[src/shared/scg_pkg.sv]
package scg_pkg;
	// register indices on the software port
	localparam logic [3:0] REG_PIN_MODE = 4'h0;
	localparam logic [3:0] REG_RUN_CTL = 4'h1;
	localparam logic [3:0] REG_SETTLE_STAT = 4'h2;
	localparam logic [3:0] REG_SETTLE_SEL = 4'h3;
	localparam logic [3:0] REG_CLK_SEL = 4'h4;
	localparam logic [3:0] REG_PERIPH_GATE = 4'h5;
	localparam logic [3:0] REG_FLASH_SPEED = 4'h6;
	localparam logic [3:0] REG_TRIM = 4'h7;
	localparam logic [3:0] REG_TTBL_HIGH = 4'h8;
	localparam logic [3:0] REG_TTBL_LOW = 4'h9;
	// pin mode fields
	localparam int PM_MAIN_OSC = 7;
	localparam int PM_MAIN_EXT = 6;
	localparam int PM_SUB_OSC = 4;
	// run control fields
	localparam int RC_MAIN_STOP = 7;
	localparam int RC_SUB_STOP = 6;
	localparam int RC_FAST_STOP = 0;
	// clock select fields: request in [1:0], active in [5:4]
	localparam int CS_ACT_LSB = 4;
	// reset values
	localparam logic [7:0] PIN_MODE_RST = 8'h00;
	localparam logic [7:0] RUN_CTL_RST = 8'hc0;
	localparam logic [2:0] SETTLE_SEL_RST = 3'h7;
	localparam logic [7:0] PERIPH_GATE_RST = 8'h00;
	localparam logic [7:0] FLASH_SPEED_RST = 8'h00;
	localparam logic [7:0] TRIM_RST = 8'h10;
	// factory table contents, arbitrary neutral values
	localparam logic [7:0] TTBL_HIGH_VAL = 8'h5a;
	localparam logic [7:0] TTBL_LOW_VAL = 8'ha5;
	// settle time: 2^(SETTLE_BASE + select) main oscillator cycles
	localparam int SETTLE_BASE = 8;
	localparam logic [15:0] SETTLE_MAX = 16'hffff;
	// cpu clock sources; the slow internal oscillator has no code
	typedef enum logic [1:0] {
		SRC_FAST = 2'b00,
		SRC_MAIN = 2'b01,
		SRC_SUB = 2'b10
	} scg_src_t;
	localparam scg_src_t SRC_RST = SRC_FAST;
	// switch sequencer
	typedef enum logic [1:0] {
		SW_IDLE = 2'b00,
		SW_OLD = 2'b01,
		SW_NEW = 2'b10
	} scg_sw_t;
endpackage

[src/verilog/scg_clock_gen.sv]
// Our own choices: strobed register access and the register offsets.
`timescale 1ns/100ps
module scg_clock_gen
	import scg_pkg::*;
(
	input wire logic i_mclk,
	input wire logic i_reset_n,
	input wire logic [3:0] i_addr,
	input wire logic [7:0] i_wdata,
	input wire logic i_wr_stb,
	input wire logic i_rd_stb,
	output logic [7:0] o_rdata,
	input wire logic i_fast_tick,
	input wire logic i_main_tick,
	input wire logic i_ext_tick,
	input wire logic i_sub_tick,
	input wire logic i_slow_tick,
	input wire logic i_opt_slow_osc_en,
	input wire logic i_deep_halt,
	output logic o_main_osc_en,
	output logic o_main_pins_port,
	output logic o_sub_osc_en,
	output logic o_sub_pins_port,
	output logic o_fast_osc_en,
	output logic o_slow_osc_en,
	output logic o_wdt_clk_en,
	output logic o_cpu_clk_en,
	output logic o_cpu_hold,
	output logic [7:0] o_periph_clk_en,
	output logic o_flash_boost,
	output logic [7:0] o_fast_trim
);
	logic [7:0] pin_mode_q;
	logic [7:0] run_ctl_q;
	logic [2:0] settle_sel_q;
	logic [7:0] periph_q;
	logic [7:0] flash_q;
	logic [7:0] trim_q;
	logic [1:0] req_q;
	scg_src_t act_q;
	scg_src_t tgt_q;
	scg_sw_t sw_q;
	logic [15:0] settle_q;
	logic main_run_q;
	logic halt_q;
	logic wait_q;
	logic strap_done_q;
	logic slow_en_q;
	logic cpu_en_q;
	logic [7:0] periph_en_q;
	logic [7:0] rdata_q;

	// tick of a given source; selecting the slow oscillator is impossible
	function automatic logic src_tick(input scg_src_t s, input logic f,
		input logic m, input logic b);
		case (s)
			SRC_FAST: src_tick = f;
			SRC_MAIN: src_tick = m;
			SRC_SUB: src_tick = b;
			default: src_tick = 1'b0;
		endcase
	endfunction

	// source running state
	function automatic logic src_run(input scg_src_t s, input logic f,
		input logic m, input logic b);
		case (s)
			SRC_FAST: src_run = f;
			SRC_MAIN: src_run = m;
			SRC_SUB: src_run = b;
			default: src_run = 1'b0;
		endcase
	endfunction

	// settle count reached for a select value
	function automatic logic settle_hit(input logic [15:0] c,
		input logic [2:0] sel);
		settle_hit = ({1'b0, c} >= (17'h1 << (SETTLE_BASE + sel)));
	endfunction

	// run control stop bit that belongs to a source
	function automatic logic [7:0] src_keep(input scg_src_t s);
		case (s)
			SRC_FAST: src_keep = 8'h01;
			SRC_MAIN: src_keep = 8'h80;
			SRC_SUB: src_keep = 8'h40;
			default: src_keep = 8'h00;
		endcase
	endfunction

	// bus decode
	wire wr_pin = i_wr_stb && (i_addr == REG_PIN_MODE);
	wire wr_run = i_wr_stb && (i_addr == REG_RUN_CTL);
	wire wr_sel = i_wr_stb && (i_addr == REG_SETTLE_SEL);
	wire wr_clk = i_wr_stb && (i_addr == REG_CLK_SEL);
	wire wr_per = i_wr_stb && (i_addr == REG_PERIPH_GATE);
	wire wr_fls = i_wr_stb && (i_addr == REG_FLASH_SPEED);
	wire wr_trm = i_wr_stb && (i_addr == REG_TRIM);

	// pin pair use and source selection of the main clock
	wire main_osc_mode = pin_mode_q[PM_MAIN_OSC];
	wire main_ext_mode = pin_mode_q[PM_MAIN_EXT] && !main_osc_mode;
	wire sub_osc_mode = pin_mode_q[PM_SUB_OSC];
	wire main_tick = main_ext_mode ? i_ext_tick : i_main_tick;

	// running sources from run control, slow oscillator excluded
	wire fast_run = !run_ctl_q[RC_FAST_STOP];
	wire xtal_run = main_osc_mode && !run_ctl_q[RC_MAIN_STOP];
	wire main_run = xtal_run || (main_ext_mode && !run_ctl_q[RC_MAIN_STOP]);
	wire sub_run = sub_osc_mode && !run_ctl_q[RC_SUB_STOP];

	// settle counter events
	wire halt_release = halt_q && !i_deep_halt;
	wire settle_restart = (xtal_run && !main_run_q) ||
		(halt_release && xtal_run);
	wire settle_done = settle_hit(settle_q, settle_sel_q);
	wire [15:0] settle_d = (!xtal_run || settle_restart) ? 16'h0000 :
		(i_main_tick && !i_deep_halt && settle_q != SETTLE_MAX) ?
		settle_q + 16'h0001 : settle_q;

	// settle status thermometer
	logic [7:0] settle_stat;
	genvar gi;
	generate
		for (gi = 0; gi < 8; gi++) begin : g_stat
			assign settle_stat[gi] = settle_hit(settle_q, 3'(gi));
		end
	endgenerate

	// switch sequencer next values
	scg_src_t req_src;
	assign req_src = (req_q == 2'b01) ? SRC_MAIN :
		(req_q == 2'b10) ? SRC_SUB : SRC_FAST;
	wire act_tick = src_tick(act_q, i_fast_tick, main_tick, i_sub_tick);
	wire tgt_tick = src_tick(tgt_q, i_fast_tick, main_tick, i_sub_tick);
	wire tgt_ok = src_run(req_src, fast_run, main_run, sub_run);
	scg_sw_t sw_d;
	assign sw_d = (sw_q == SW_IDLE && req_src != act_q && tgt_ok) ? SW_OLD :
		(sw_q == SW_OLD && act_tick) ? SW_NEW :
		(sw_q == SW_NEW && tgt_tick) ? SW_IDLE : sw_q;
	wire sw_done = (sw_q == SW_NEW) && tgt_tick;

	// run control writes stop neither the active source nor a switch target
	scg_src_t keep_src;
	assign keep_src = (sw_q == SW_IDLE) ? req_src : tgt_q;
	wire keep_tgt = (sw_q != SW_IDLE) || tgt_ok;
	wire [7:0] run_keep = src_keep(act_q) |
		(keep_tgt ? src_keep(keep_src) : 8'h00);
	wire [7:0] run_ctl_d = wr_run ? (i_wdata & ~run_keep) | (run_ctl_q &
		run_keep) : run_ctl_q;

	// cpu hold while main crystal settles after deep halt
	wire hold = wait_q && (act_q == SRC_MAIN) && !main_ext_mode;
	wire wait_d = (halt_release && xtal_run) ? 1'b1 :
		(settle_done ? 1'b0 : wait_q);
	// no cpu pulse in the cycle that arms the hold either
	wire hold_d = wait_d && (act_q == SRC_MAIN) && !main_ext_mode;
	wire cpu_gate = (sw_q == SW_IDLE) && act_tick && !hold && !hold_d;

	// read mux
	logic [7:0] rd_mux;
	assign rd_mux =
		(i_addr == REG_PIN_MODE) ? pin_mode_q :
		(i_addr == REG_RUN_CTL) ? run_ctl_q :
		(i_addr == REG_SETTLE_STAT) ? settle_stat :
		(i_addr == REG_SETTLE_SEL) ? {5'h00, settle_sel_q} :
		(i_addr == REG_CLK_SEL) ? {2'b00, act_q, 2'b00, req_q} :
		(i_addr == REG_PERIPH_GATE) ? periph_q :
		(i_addr == REG_FLASH_SPEED) ? flash_q :
		(i_addr == REG_TRIM) ? trim_q :
		(i_addr == REG_TTBL_HIGH) ? TTBL_HIGH_VAL :
		(i_addr == REG_TTBL_LOW) ? TTBL_LOW_VAL : 8'h00;

	// software registers
	always_ff @(posedge i_mclk or negedge i_reset_n) begin
		if (!i_reset_n) begin
			pin_mode_q <= PIN_MODE_RST;
			run_ctl_q <= RUN_CTL_RST;
			settle_sel_q <= SETTLE_SEL_RST;
			req_q <= SRC_RST;
			periph_q <= PERIPH_GATE_RST;
			flash_q <= FLASH_SPEED_RST;
			trim_q <= TRIM_RST;
			rdata_q <= 8'h00;
		end else begin
			if (wr_pin)
				pin_mode_q <= i_wdata;
			run_ctl_q <= run_ctl_d;
			if (wr_sel)
				settle_sel_q <= i_wdata[2:0];
			if (wr_clk && i_wdata[1:0] != 2'b11)
				req_q <= i_wdata[1:0];
			if (wr_per)
				periph_q <= i_wdata;
			if (wr_fls)
				flash_q <= i_wdata;
			if (wr_trm)
				trim_q <= i_wdata;
			rdata_q <= i_rd_stb ? rd_mux : 8'h00;
		end
	end

	// source switch and active status
	always_ff @(posedge i_mclk or negedge i_reset_n) begin
		if (!i_reset_n) begin
			sw_q <= SW_IDLE;
			act_q <= SRC_RST;
			tgt_q <= SRC_RST;
		end else begin
			sw_q <= sw_d;
			if (sw_q == SW_IDLE)
				tgt_q <= req_src;
			if (sw_done)
				act_q <= tgt_q;
		end
	end

	// settle counter and deep halt tracking
	always_ff @(posedge i_mclk or negedge i_reset_n) begin
		if (!i_reset_n) begin
			settle_q <= 16'h0000;
			main_run_q <= 1'b0;
			halt_q <= 1'b0;
			wait_q <= 1'b0;
		end else begin
			settle_q <= settle_d;
			main_run_q <= xtal_run;
			halt_q <= i_deep_halt;
			wait_q <= wait_d;
		end
	end

	// option strap caught once after reset release
	always_ff @(posedge i_mclk or negedge i_reset_n) begin
		if (!i_reset_n) begin
			strap_done_q <= 1'b0;
			slow_en_q <= 1'b0;
		end else if (!strap_done_q) begin
			strap_done_q <= 1'b1;
			slow_en_q <= i_opt_slow_osc_en;
		end
	end

	// gated clock enables, whole source pulses only
	always_ff @(posedge i_mclk or negedge i_reset_n) begin
		if (!i_reset_n) begin
			cpu_en_q <= 1'b0;
			periph_en_q <= 8'h00;
		end else begin
			cpu_en_q <= cpu_gate;
			periph_en_q <= {8{cpu_gate}} & periph_q;
		end
	end

	// outputs
	assign o_rdata = rdata_q;
	assign o_main_osc_en = xtal_run;
	assign o_main_pins_port = !main_osc_mode && !pin_mode_q[PM_MAIN_EXT];
	assign o_sub_osc_en = sub_run;
	assign o_sub_pins_port = !sub_osc_mode;
	assign o_fast_osc_en = fast_run;
	assign o_slow_osc_en = slow_en_q;
	assign o_wdt_clk_en = slow_en_q && i_slow_tick;
	assign o_cpu_clk_en = cpu_en_q;
	assign o_cpu_hold = hold;
	assign o_periph_clk_en = periph_en_q;
	assign o_flash_boost = flash_q[0];
	assign o_fast_trim = trim_q;
endmodule
[config.mk]
export PLATFORM = sky130hd
export DESIGN_NAME = scg_clock_gen
export DESIGN_NICKNAME = d
export VERILOG_FILES = /design/src/shared/scg_pkg.sv /design/src/verilog/scg_clock_gen.sv
export SDC_FILE = /design/constraint.sdc
export NUM_CORES = 1
export LEC_CHECK = 0
export ABC_AREA = 1
export BUFFER_PORTS_ARGS = -buffer_cell sky130_fd_sc_hd__buf_2
export CAP_MARGIN = 20
export CORE_UTILIZATION = 47
export DETAILED_ROUTE_END_ITERATION = 10
export MAX_ROUTING_LAYER = met4
export PLACE_DENSITY = 0.78
export SLEW_MARGIN = 20
export SYNTH_ARGS = -nofsm -noshare
export SYNTH_HDL_FRONTEND = slang
export SYNTH_SLANG_ARGS = --single-unit
export TNS_END_PERCENT = 1
[constraint.sdc]
create_clock -name i_mclk -period 2 [get_ports i_mclk]
set_input_delay 0.4 -clock i_mclk [delete_from_list [all_inputs] [get_ports i_mclk]]
set_output_delay 0.4 -clock i_mclk [all_outputs]
set_load 0.01 [all_outputs]
==> results.py, run 1 <==
metrics = {
    "sta": {
        "tns_ns": -0.270,
        "worst_slack_ns": -0.0429,
        "clock.fmax_mhz": 490,
        "relSlewSlack_pct": 33.4,
        "finalCriticalPeriod_ns": 2.04,
        "skew_ns": 0.00815,
        "tightestPinTransition_ns": 0.986,
        "slew_violations": 0,
        "hold_viol": 0,
        "hold_slack_ns": 0.150,
        "rsz0062_at_grt": "true",
        "setup_viol": 8,
        "fin_crit_sh_pct": 102,
    },
    "place": {
        "place_ws_ns": 0.00412,
        "io_buffer_count": 56,
        "dp_cells": 807,
        "placed_cell_area_um2": 5270,
        "gp_congestion": 1.08,
        "hpwl_um": 9030,
    },
    "cts": {
        "cts.htree.levels": 3,
        "clk_pin_slew_ns": 0.09,
        "cts-root-buf": "clkbuf_8",
        "cts_tree": "done",
        "clock_path_buffers": 2,
        "cts_num_sinks": 89,
        "clk_latency_ns": 0.37,
        "cts_made_buffers": 9,
    },
    "synth": {
        "synth_edf_count": 0,
        "synth_mux_area_share_pct": 0.237,
        "ys_seq_elements": 89,
        "synth_area_leaders": "dfrtp_1 44%, nand2_1 13%, o21ai_0 8.1%",
        "synth_common_cells": "166 x nand2_1, 83 x dfrtp_1, 82 x inv_1",
        "async_flop_share_pct": 100,
        "synth_area_um2": 4750,
        "synth_fp_nets": 648,
        "synth.avg_cell_area_um2": 7.77,
        "synth.most_common_cell": "nand2_1",
        "synthXorXnorAreaFrac_pct": 0.923,
        "yosysTopAreaCell": "dfrtp_1",
        "yosysTopAreaCellShare_pct": 43.8,
        "netlist_instances": 611,
        "synth_top_family_by_area": "simple AND/OR/NAND/NOR gates",
        "synthAdderAreaFrac_pct": 3.69,
        "ys_seq_area_share_pct": 47.1,
        "synth-compound-area-share_pct": 13.8,
        "synthFlopType": "dfrtp_1",
        "synthSimpleGateAreaFrac_pct": 26.5,
        "ys_warn_count": 0,
        "ys_types": 35,
    },
    "run": {
        "cap_viol_max_count": 0,
    },
    "power": {
        "pwr-share-seq_pct": 48.7,
        "power.share.clock_pct": 22.7,
        "p_sw_share_pct": 36.7,
        "pwr-share-comb_pct": 28.7,
        "powerDensity_nw_per_um2": 887,
        "intPower_mw": 3.14,
        "fin_total_pwr_mw": 4.96,
        "peakVddDrop_uv": 578,
        "p_sw_mw": 1.82,
        "p_leak_nw": 2.86,
    },
    "global_routing": {
        "grt_overflow_total": 0,
        "grt_pass1_vias": 4046,
        "grtUsageTotal_pct": 25.7,
        "grt_max_degree": 44,
        "antenna_found_initial": 0,
        "grt_pass1_wl_um": 19700,
    },
    "critical_path": {
        "max_stage_delay_ns": 0.58,
        "cp_slowest_cell": "dfstp_2",
        "cp_max_fo": 4,
        "required_ns": 2.30,
        "cp.arrival_ns": 2.35,
        "critPathKind": "reg -> reg",
        "cp-start-kind": "flop",
        "reg2reg_slack_ns": -0.04,
        "reg2regPathDepth": 11,
        "crit_top_cell": "nand2_4",
        "r2r_start": "settle_sel_q[0]$_DFFE_PN1P_",
        "reg2reg_to": "o_periph_clk_en[5]$_DFF_PN0_",
        "end_kind": "flop",
        "cp_cell_sequence": "buf_6 > nand3_1 > ha_1 > nand3_2 > nor3_2 > nand2_1 > nand4_1 > nand2_2 > nand2_4 > nand2_4 > nor2_1",
    },
    "route": {
        "first_pass_iters": 5,
        "ant_nets": 0,
        "drt_wl_total_um": 12300,
        "vias_per_cell": 5.33,
        "wire_per_inst_um": 14.9,
        "dr.first_iter.drc_count": 331,
        "vias": 4423,
        "drcViolationCount": 0,
    },
    "run_status": {
        "run_status": "finished, violations left",
        "failed_checks": "negative setup slack",
    },
    "layout": {
        "num_antenna_cells": 0,
        "fin_nets": 729,
        "final_util_pct": 57.2,
        "final_cells": 830,
        "fillers": 895,
        "fin_area_um2": 5590,
        "drive_above_1_share_pct": 19.9,
        "syn2layout_area_growth_pct": 17.8,
    },
    "floorplanning": {
        "fp.dieH_um": 102,
        "placementRows": 36,
        "core-area_um2": 9770,
        "die_w_um": 102,
        "start_util_pct": 48.6,
        "dieArea_um2": 10500,
        "io_pins": 57,
    },
    "worst_hold_path": {
        "hold-path-endpoint": "halt_q$_DFF_PN0_",
        "whs_path_depth": 1,
        "min_from": "i_deep_halt",
        "min_path_type": "in -> reg",
    },
}
power by group through the flow:
stage / Clock (mW) / Sequential, mW / Combinational (mW)
CTS: 1.15 / 2.40 / 1.27
global placement: 0 / 2.42 / 1.22
floorplan: 0 / 2.41 / 0.784
global route: 1.24 / 2.44 / 1.61
detailed placement: 0 / 2.44 / 1.26
finish: 1.12 / 2.41 / 1.42
cells by family (layout without fill, tap and decap cells):
logic type	Yosys count	in the layout
AND/OR/NAND/NOR	289	290
AO/OA/AOI/OAI	120	120
buffers and inverters	92	177
flip-flops	89	89
adder cells (fa/ha/maj)	14	14
XOR/XNOR	5	5
other	1	1
multiplexers	1	1
how the worst max path moves through the flow:
| stage | slack [ns] | to | from | cells after the start |
|---|---|---|---|---|
| 2_1_floorplan | 0.27 | o_periph_clk_en[0]$_DFF_PN0_ | settle_sel_q[0]$_DFFE_PN1P_ | 13 |
| 3_3_place_gp | 0.16 | o_rdata[7]$_DFF_PN0_ | i_addr[1] | 10 |
| 3_5_place_dp | 0.004 | o_periph_clk_en[3]$_DFF_PN0_ | settle_sel_q[1]$_DFFE_PN1P_ | 13 |
| 4_1_cts | 0.002 | o_periph_clk_en[3]$_DFF_PN0_ | settle_sel_q[1]$_DFFE_PN1P_ | 13 |
| 5_1_grt | -0.13 | o_periph_clk_en[3]$_DFF_PN0_ | settle_sel_q[0]$_DFFE_PN1P_ | 11 |
| 6_report | -0.04 | o_periph_clk_en[5]$_DFF_PN0_ | settle_sel_q[0]$_DFFE_PN1P_ | 11 |
cells in the final DEF (no fill, tap or decap), types with 3 or more instances in the layout:
cell type,synthesis,layout
buf_2,1,55
buf_4,1,19
o21ai_2,9,9
nor2_2,2,7
nor2_1,42,35
dfrtp_1,83,82
clkbuf_8,0,9
nand3_1,41,39
o21ai_0,77,77
nand2_4,1,3
nand4_1,12,12
nand3_2,3,5
inv_1,82,81
a21oi_1,28,27
ha_1,14,13
nor3_1,13,12
inv_2,2,3
nor2_4,1,3
xor2_1,4,4
dfstp_2,6,6
nand2_1,166,163
metal layers:
layer	GRT usage, %	wire, um	up-vias
li1	-	-	2145
met1	32.6	5320	2046
met2	39.7	5850	196
met3	3.76	736	36
met4	13.4	422	0
met5	-	0	-
state kept, by name (all words and copies together), names as in the netlist, named ones only:
name / flops
act_q: 2
flash_q: 8
halt_q: 1
main_run_q: 1
o_cpu_clk_en: 1
o_fast_trim: 8
o_periph_clk_en: 8
o_rdata: 8
o_slow_osc_en: 1
periph_q: 8
pin_mode_q: 8
req_q: 2
run_ctl_q: 5
settle_q: 16
settle_sel_q: 3
strap_done_q: 1
sw_q: 2
tgt_q: 2
wait_q: 1
critical path, delay by kind of cell (launching register included):
| family | cells | cell delay [ns] |
|---|---|---|
| buffers and inverters | 1 | 0.11 |
| adders and majority gates | 1 | 0.32 |
| DFF | 1 | 0.58 |
| and+or+nand+nor | 9 | 0.96 |
what timing repair did:
action / CTS / global route
gates resized for setup: 1 / 23
setup endpoints to repair: 9 / 11
buffers inserted: 0 / 5
pin swaps: 0 / 8
endpoints found under the hold margin: 24 / 0
cloned: 0 / 1
hold buffers: 1 / 0
final cells by class:
type	count	area, um2	area share (%)
Inverter	84	315	5.64
Clock buffer	11	131	2.35
Tap cell	133	166	2.98
Sequential cell	89	2240	40.0
Timing Repair Buffer	77	459	8.21
Multi-Input combinational cell	431	2240	40.1
Clock inverter	5	41.3	0.738
Note: power is estimated with default switching activity, not from simulation.
==> run 2: changes to the inputs <==
--- a/config.mk
+++ b/config.mk
@@ -12,6 +12,7 @@
 export DETAILED_ROUTE_END_ITERATION = 10
 export MAX_ROUTING_LAYER = met4
 export PLACE_DENSITY = 0.78
+export RECOVER_POWER = 100
 export SLEW_MARGIN = 20
 export SYNTH_ARGS = -nofsm -noshare
 export SYNTH_HDL_FRONTEND = slang
==> results.py, run 2 (same netlist as run 1, synthesis figures left out) <==
metrics = {
    "cts": {
        "cts_num_sinks": 89,
        "clk_pin_slew_ns": 0.09,
        "clk_latency_ns": 0.37,
        "cts_tree": "done",
        "clock_path_buffers": 2,
        "cts_made_buffers": 9,
        "cts.htree.levels": 3,
        "cts-root-buf": "clkbuf_8",
    },
    "floorplanning": {
        "core-area_um2": 9770,
        "dieArea_um2": 10500,
        "fp.dieH_um": 102,
        "start_util_pct": 48.6,
        "placementRows": 36,
        "die_w_um": 102,
        "io_pins": 57,
    },
    "power": {
        "pwr-share-seq_pct": 49.1,
        "p_sw_share_pct": 36.9,
        "p_sw_mw": 1.81,
        "power.share.clock_pct": 22.8,
        "powerDensity_nw_per_um2": 894,
        "pwr-share-comb_pct": 28.1,
        "intPower_mw": 3.10,
        "peakVddDrop_uv": 579,
        "p_leak_nw": 2.71,
        "fin_total_pwr_mw": 4.91,
    },
    "route": {
        "dr.first_iter.drc_count": 401,
        "ant_nets": 0,
        "vias": 4449,
        "vias_per_cell": 5.36,
        "drcViolationCount": 0,
        "first_pass_iters": 6,
        "drt_wl_total_um": 12200,
        "wire_per_inst_um": 14.7,
    },
    "run_status": {
        "run_status": "finished, violations left",
        "failed_checks": "negative setup slack",
    },
    "critical_path": {
        "cp-start-kind": "flop",
        "cp_max_fo": 4,
        "critPathKind": "reg -> reg",
        "required_ns": 2.30,
        "cp.arrival_ns": 2.35,
        "end_kind": "flop",
    },
    "layout": {
        "final_common_cell": "nand2_1",
        "largest_register": "settle_q",
        "regArea_um2": 2240,
        "syn2layout_area_growth_pct": 15.7,
        "num_antenna_cells": 0,
        "final_util_pct": 56.2,
        "drive_above_1_share_pct": 13.3,
        "largest_reg_flops": 16,
        "fillers": 926,
        "multi_input_comb_area_um2": 2220,
        "fin_nets": 729,
        "mostFrequentLayoutCells": "163 x nand2_1, 82 x inv_1, 82 x dfrtp_1, 79 x o21ai_0",
    },
    "place": {
        "gp_congestion": 1.08,
        "hpwl_um": 9030,
        "io_buffer_count": 56,
    },
    "worst_hold_path": {
        "min_path_type": "in -> reg",
    },
    "global_routing": {
        "grt_overflow_total": 0,
        "grt_pass1_vias": 4046,
        "antenna_found_initial": 0,
        "grt_pass1_wl_um": 19700,
        "grtUsageTotal_pct": 25.7,
        "grt_max_degree": 44,
    },
    "sta": {
        "slew_violations": 0,
        "setup_viol": 8,
        "skew_ns": 0.00868,
        "worst_slack_ns": -0.0447,
        "finalCriticalPeriod_ns": 2.04,
        "hold_slack_ns": 0.160,
        "relSlewSlack_pct": 31.1,
        "fin_crit_sh_pct": 102,
        "clock.fmax_mhz": 489,
        "hold_viol": 0,
        "tns_ns": -0.267,
        "tightestPinTransition_ns": 1.02,
        "rsz0062_at_grt": "true",
    },
    "run": {
        "cap_viol_max_count": 0,
    },
}
[run 2: final timing paths]
kind	from	slack, ns	endpoint	cells past startpoint
min in group asynchronous	i_reset_n	0.61	settle_q[2]$_DFFE_PN0P_	2
worst max register to register	settle_sel_q[0]$_DFFE_PN1P_	-0.04	o_periph_clk_en[5]$_DFF_PN0_	11
max in group asynchronous	i_reset_n	0.26	act_q[1]$_DFFE_PN0P_	3
worst min-delay path	i_deep_halt	0.16	halt_q$_DFF_PN0_	1
worst max-delay path	settle_sel_q[0]$_DFFE_PN1P_	-0.04	o_periph_clk_en[5]$_DFF_PN0_	11
worst min register to register	pin_mode_q[1]$_DFFE_PN0P_	0.49	pin_mode_q[1]$_DFFE_PN0P_	2
[run 2: final cells by class]
cell class | instances | area share [%]
inverter | 84 | 5.74
clock inverter | 5 | 0.752
multi-input combinational | 431 | 40.4
clock buffer | 11 | 2.39
sequential | 89 | 40.7
timing repair buffer | 77 | 6.99
tap | 133 | 3.03
[run 2: metrics by stage]
step           cell area (um2)  worst slack (ns)  std cells
2_1_floorplan             4750             0.271        611
3_3_place_gp              5270             0.160        807
3_5_place_dp              5270           0.00412        807
4_1_cts                   5460           0.00238        824
5_1_grt                   5490            -0.130        830
6_report                  5490           -0.0447        830
[run 2: what timing repair did]
item	CTS	global route
buffers inserted	0	5
pin swaps	0	8
cloned	0	1
endpoints found under the hold margin	24	0
gates resized for setup	1	23
hold buffers	1	0
endpoints found under the setup margin	9	11
[run 2: worst max-delay path: stages, from the launching register on]
cell and delay, ns:
dfstp_2 0.58, buf_6 0.11, nand3_1 0.09, ha_1 0.32
nand3_2 0.09, nor3_2 0.21, nand2_1 0.07, nand4_1 0.11
nand2_2 0.09, nand2_4 0.13, nand2_4 0.08, nor2_1 0.09
[run 2: routing by layer]
layer  vias to the layer above  GRT usage, %  routed length [um]
li1                       2153             -                   -
met4                         0          13.4                 561
met5                         -             -                   0
met2                       190          39.7                5740
met1                      2059          32.6                5110
met3                        47          3.76                 821
[run 2: power groups by stage]
stage / Combinational [mW] / Sequential (mW) / Clock (mW)
after floorplan: 0.784 / 2.41 / 0
after global placement: 1.22 / 2.42 / 0
after detailed placement: 1.26 / 2.44 / 0
after CTS: 1.27 / 2.40 / 1.15
after global routing: 1.56 / 2.45 / 1.24
final: 1.38 / 2.41 / 1.12
==> run 3: changes to the inputs <==
--- a/config.mk
+++ b/config.mk
@@ -13,6 +13,7 @@
 export MAX_ROUTING_LAYER = met4
 export PLACE_DENSITY = 0.78
 export RECOVER_POWER = 100
+export SKIP_CTS_REPAIR_TIMING = 1
 export SLEW_MARGIN = 20
 export SYNTH_ARGS = -nofsm -noshare
 export SYNTH_HDL_FRONTEND = slang
==> results.py, run 3 (same netlist as run 1, synthesis figures left out) <==
metrics = {
    "layout": {
        "final_common_cell": "nand2_1",
        "fin_area_um2": 5490,
        "largest_register": "settle_q",
        "fin_nets": 729,
        "largest_reg_flops": 16,
        "drive_above_1_share_pct": 13.3,
        "multi_input_comb_area_um2": 2220,
        "mostFrequentLayoutCells": "163 x nand2_1, 82 x inv_1, 82 x dfrtp_1, 79 x o21ai_0",
        "syn2layout_area_growth_pct": 15.7,
        "regArea_um2": 2240,
        "num_antenna_cells": 0,
        "fillers": 927,
    },
    "power": {
        "p_sw_share_pct": 37.0,
        "pwr-share-comb_pct": 28.0,
        "p_sw_mw": 1.82,
        "p_leak_nw": 2.71,
        "pwr-share-seq_pct": 49.0,
        "intPower_mw": 3.10,
        "power.share.clock_pct": 22.9,
        "powerDensity_nw_per_um2": 896,
        "peakVddDrop_uv": 578,
        "fin_total_pwr_mw": 4.92,
    },
    "cts": {
        "cts_num_sinks": 89,
        "cts.htree.levels": 3,
        "clock_path_buffers": 2,
        "clk_latency_ns": 0.37,
        "cts_tree": "done",
        "cts_made_buffers": 9,
        "clk_pin_slew_ns": 0.09,
        "cts-root-buf": "clkbuf_8",
    },
    "place": {
        "place_ws_ns": 0.00412,
        "placed_cell_area_um2": 5270,
        "gp_congestion": 1.08,
        "io_buffer_count": 56,
        "hpwl_um": 9030,
    },
    "route": {
        "drt_wl_total_um": 12300,
        "drcViolationCount": 0,
        "dr.first_iter.drc_count": 403,
        "vias_per_cell": 5.33,
        "wire_per_inst_um": 14.9,
        "ant_nets": 0,
        "first_pass_iters": 6,
        "vias": 4427,
    },
    "floorplanning": {
        "start_util_pct": 48.6,
        "placementRows": 36,
        "core-area_um2": 9770,
        "io_pins": 57,
        "dieArea_um2": 10500,
        "die_w_um": 102,
        "fp.dieH_um": 102,
    },
    "critical_path": {
        "reg2reg_to": "o_periph_clk_en[5]$_DFF_PN0_",
        "r2r_start": "settle_sel_q[0]$_DFFE_PN1P_",
        "crit_end": "o_periph_clk_en[5]$_DFF_PN0_",
        "cp_max_fo": 4,
        "critPathKind": "reg -> reg",
        "reg2reg_slack_ns": -0.05,
        "cp.arrival_ns": 2.35,
        "end_kind": "flop",
        "required_ns": 2.30,
        "cp-start-kind": "flop",
        "critPathLaunch": "settle_sel_q[0]$_DFFE_PN1P_",
        "reg2regPathDepth": 11,
    },
    "global_routing": {
        "grt_pass1_wl_um": 19700,
        "antenna_found_initial": 0,
        "grt_max_degree": 44,
        "grt_overflow_total": 0,
        "grt_pass1_vias": 4040,
        "grtUsageTotal_pct": 25.7,
    },
    "sta": {
        "relSlewSlack_pct": 31.7,
        "slew_violations": 0,
        "hold_viol": 0,
        "clock.fmax_mhz": 489,
        "fin_crit_sh_pct": 102,
        "worst_slack_ns": -0.0464,
        "tightestPinTransition_ns": 1.01,
        "skew_ns": 0.00844,
        "tns_ns": -0.289,
        "setup_viol": 8,
        "finalCriticalPeriod_ns": 2.05,
        "rsz0062_at_grt": "true",
    },
    "run_status": {
        "run_status": "finished, violations left",
        "failed_checks": "negative setup slack",
    },
    "worst_hold_path": {
        "min_from": "i_deep_halt",
        "min_path_type": "in -> reg",
    },
    "run": {
        "cap_viol_max_count": 0,
    },
}
run 3: cell counts in the layout (fill, tap and decap cells not counted):
Identical to the previous run, type by type.
run 3: area by class of cell:
| type | instances | share of cell area (%) |
|---|---|---|
| flip-flops and latches | 89 | 40.7 |
| well taps | 133 | 3.03 |
| clock inverters | 5 | 0.752 |
| inverters | 84 | 5.74 |
| multi-input cells | 431 | 40.4 |
| repair buffers | 77 | 6.99 |
| clock buffers | 11 | 2.39 |
run 3: metal layers:
layer  vias up  share of wire [%]  GRT usage [%]
li1       2147                  -              -
met1      2036                 42           32.6
met2       206                 48           39.7
met3        38                6.5           3.76
met4         0                3.7           13.4
met5         -                  0              -
run 3: worst max-delay path, stage by stage, from the launching register on:
cell	delay, ns
dfstp_2	0.58
buf_6	0.11
nand3_1	0.10
ha_1	0.33
nand3_2	0.09
nor3_2	0.21
nand2_1	0.07
nand4_1	0.11
nand2_2	0.09
nand2_4	0.14
nand2_4	0.08
nor2_1	0.09
run 3: how the worst min path moves through the flow:
stage / endpoint / slack, ns / cells past startpoint
CTS: settle_q[3]$_DFFE_PN0P_ / -0.05 / 1
floorplan: async pin / 0.10 / 0
global route: halt_q$_DFF_PN0_ / 0.16 / 1
detailed placement: settle_q[2]$_DFFE_PN0P_ / 0.35 / 1
finish: halt_q$_DFF_PN0_ / 0.16 / 1
global placement: settle_q[3]$_DFFE_PN0P_ / 0.35 / 1
run 3: stage by stage:
stage,util [%],instances,hold WS [ns]
after floorplan,-,611,0.104
after CTS,55.7,823,-0.0509
final,56.2,830,0.156
after detailed placement,53.9,807,0.353
after global routing,56.2,830,0.161
after global placement,53.9,807,0.349
run 3: power by group through the flow:
stage / combinational [mW] / sequential [mW] / clock, mW
4_1_cts: 1.26 / 2.40 / 1.15
5_1_grt: 1.56 / 2.45 / 1.24
2_1_floorplan: 0.784 / 2.41 / 0
3_5_place_dp: 1.26 / 2.44 / 0
6_report: 1.38 / 2.41 / 1.13
3_3_place_gp: 1.22 / 2.42 / 0
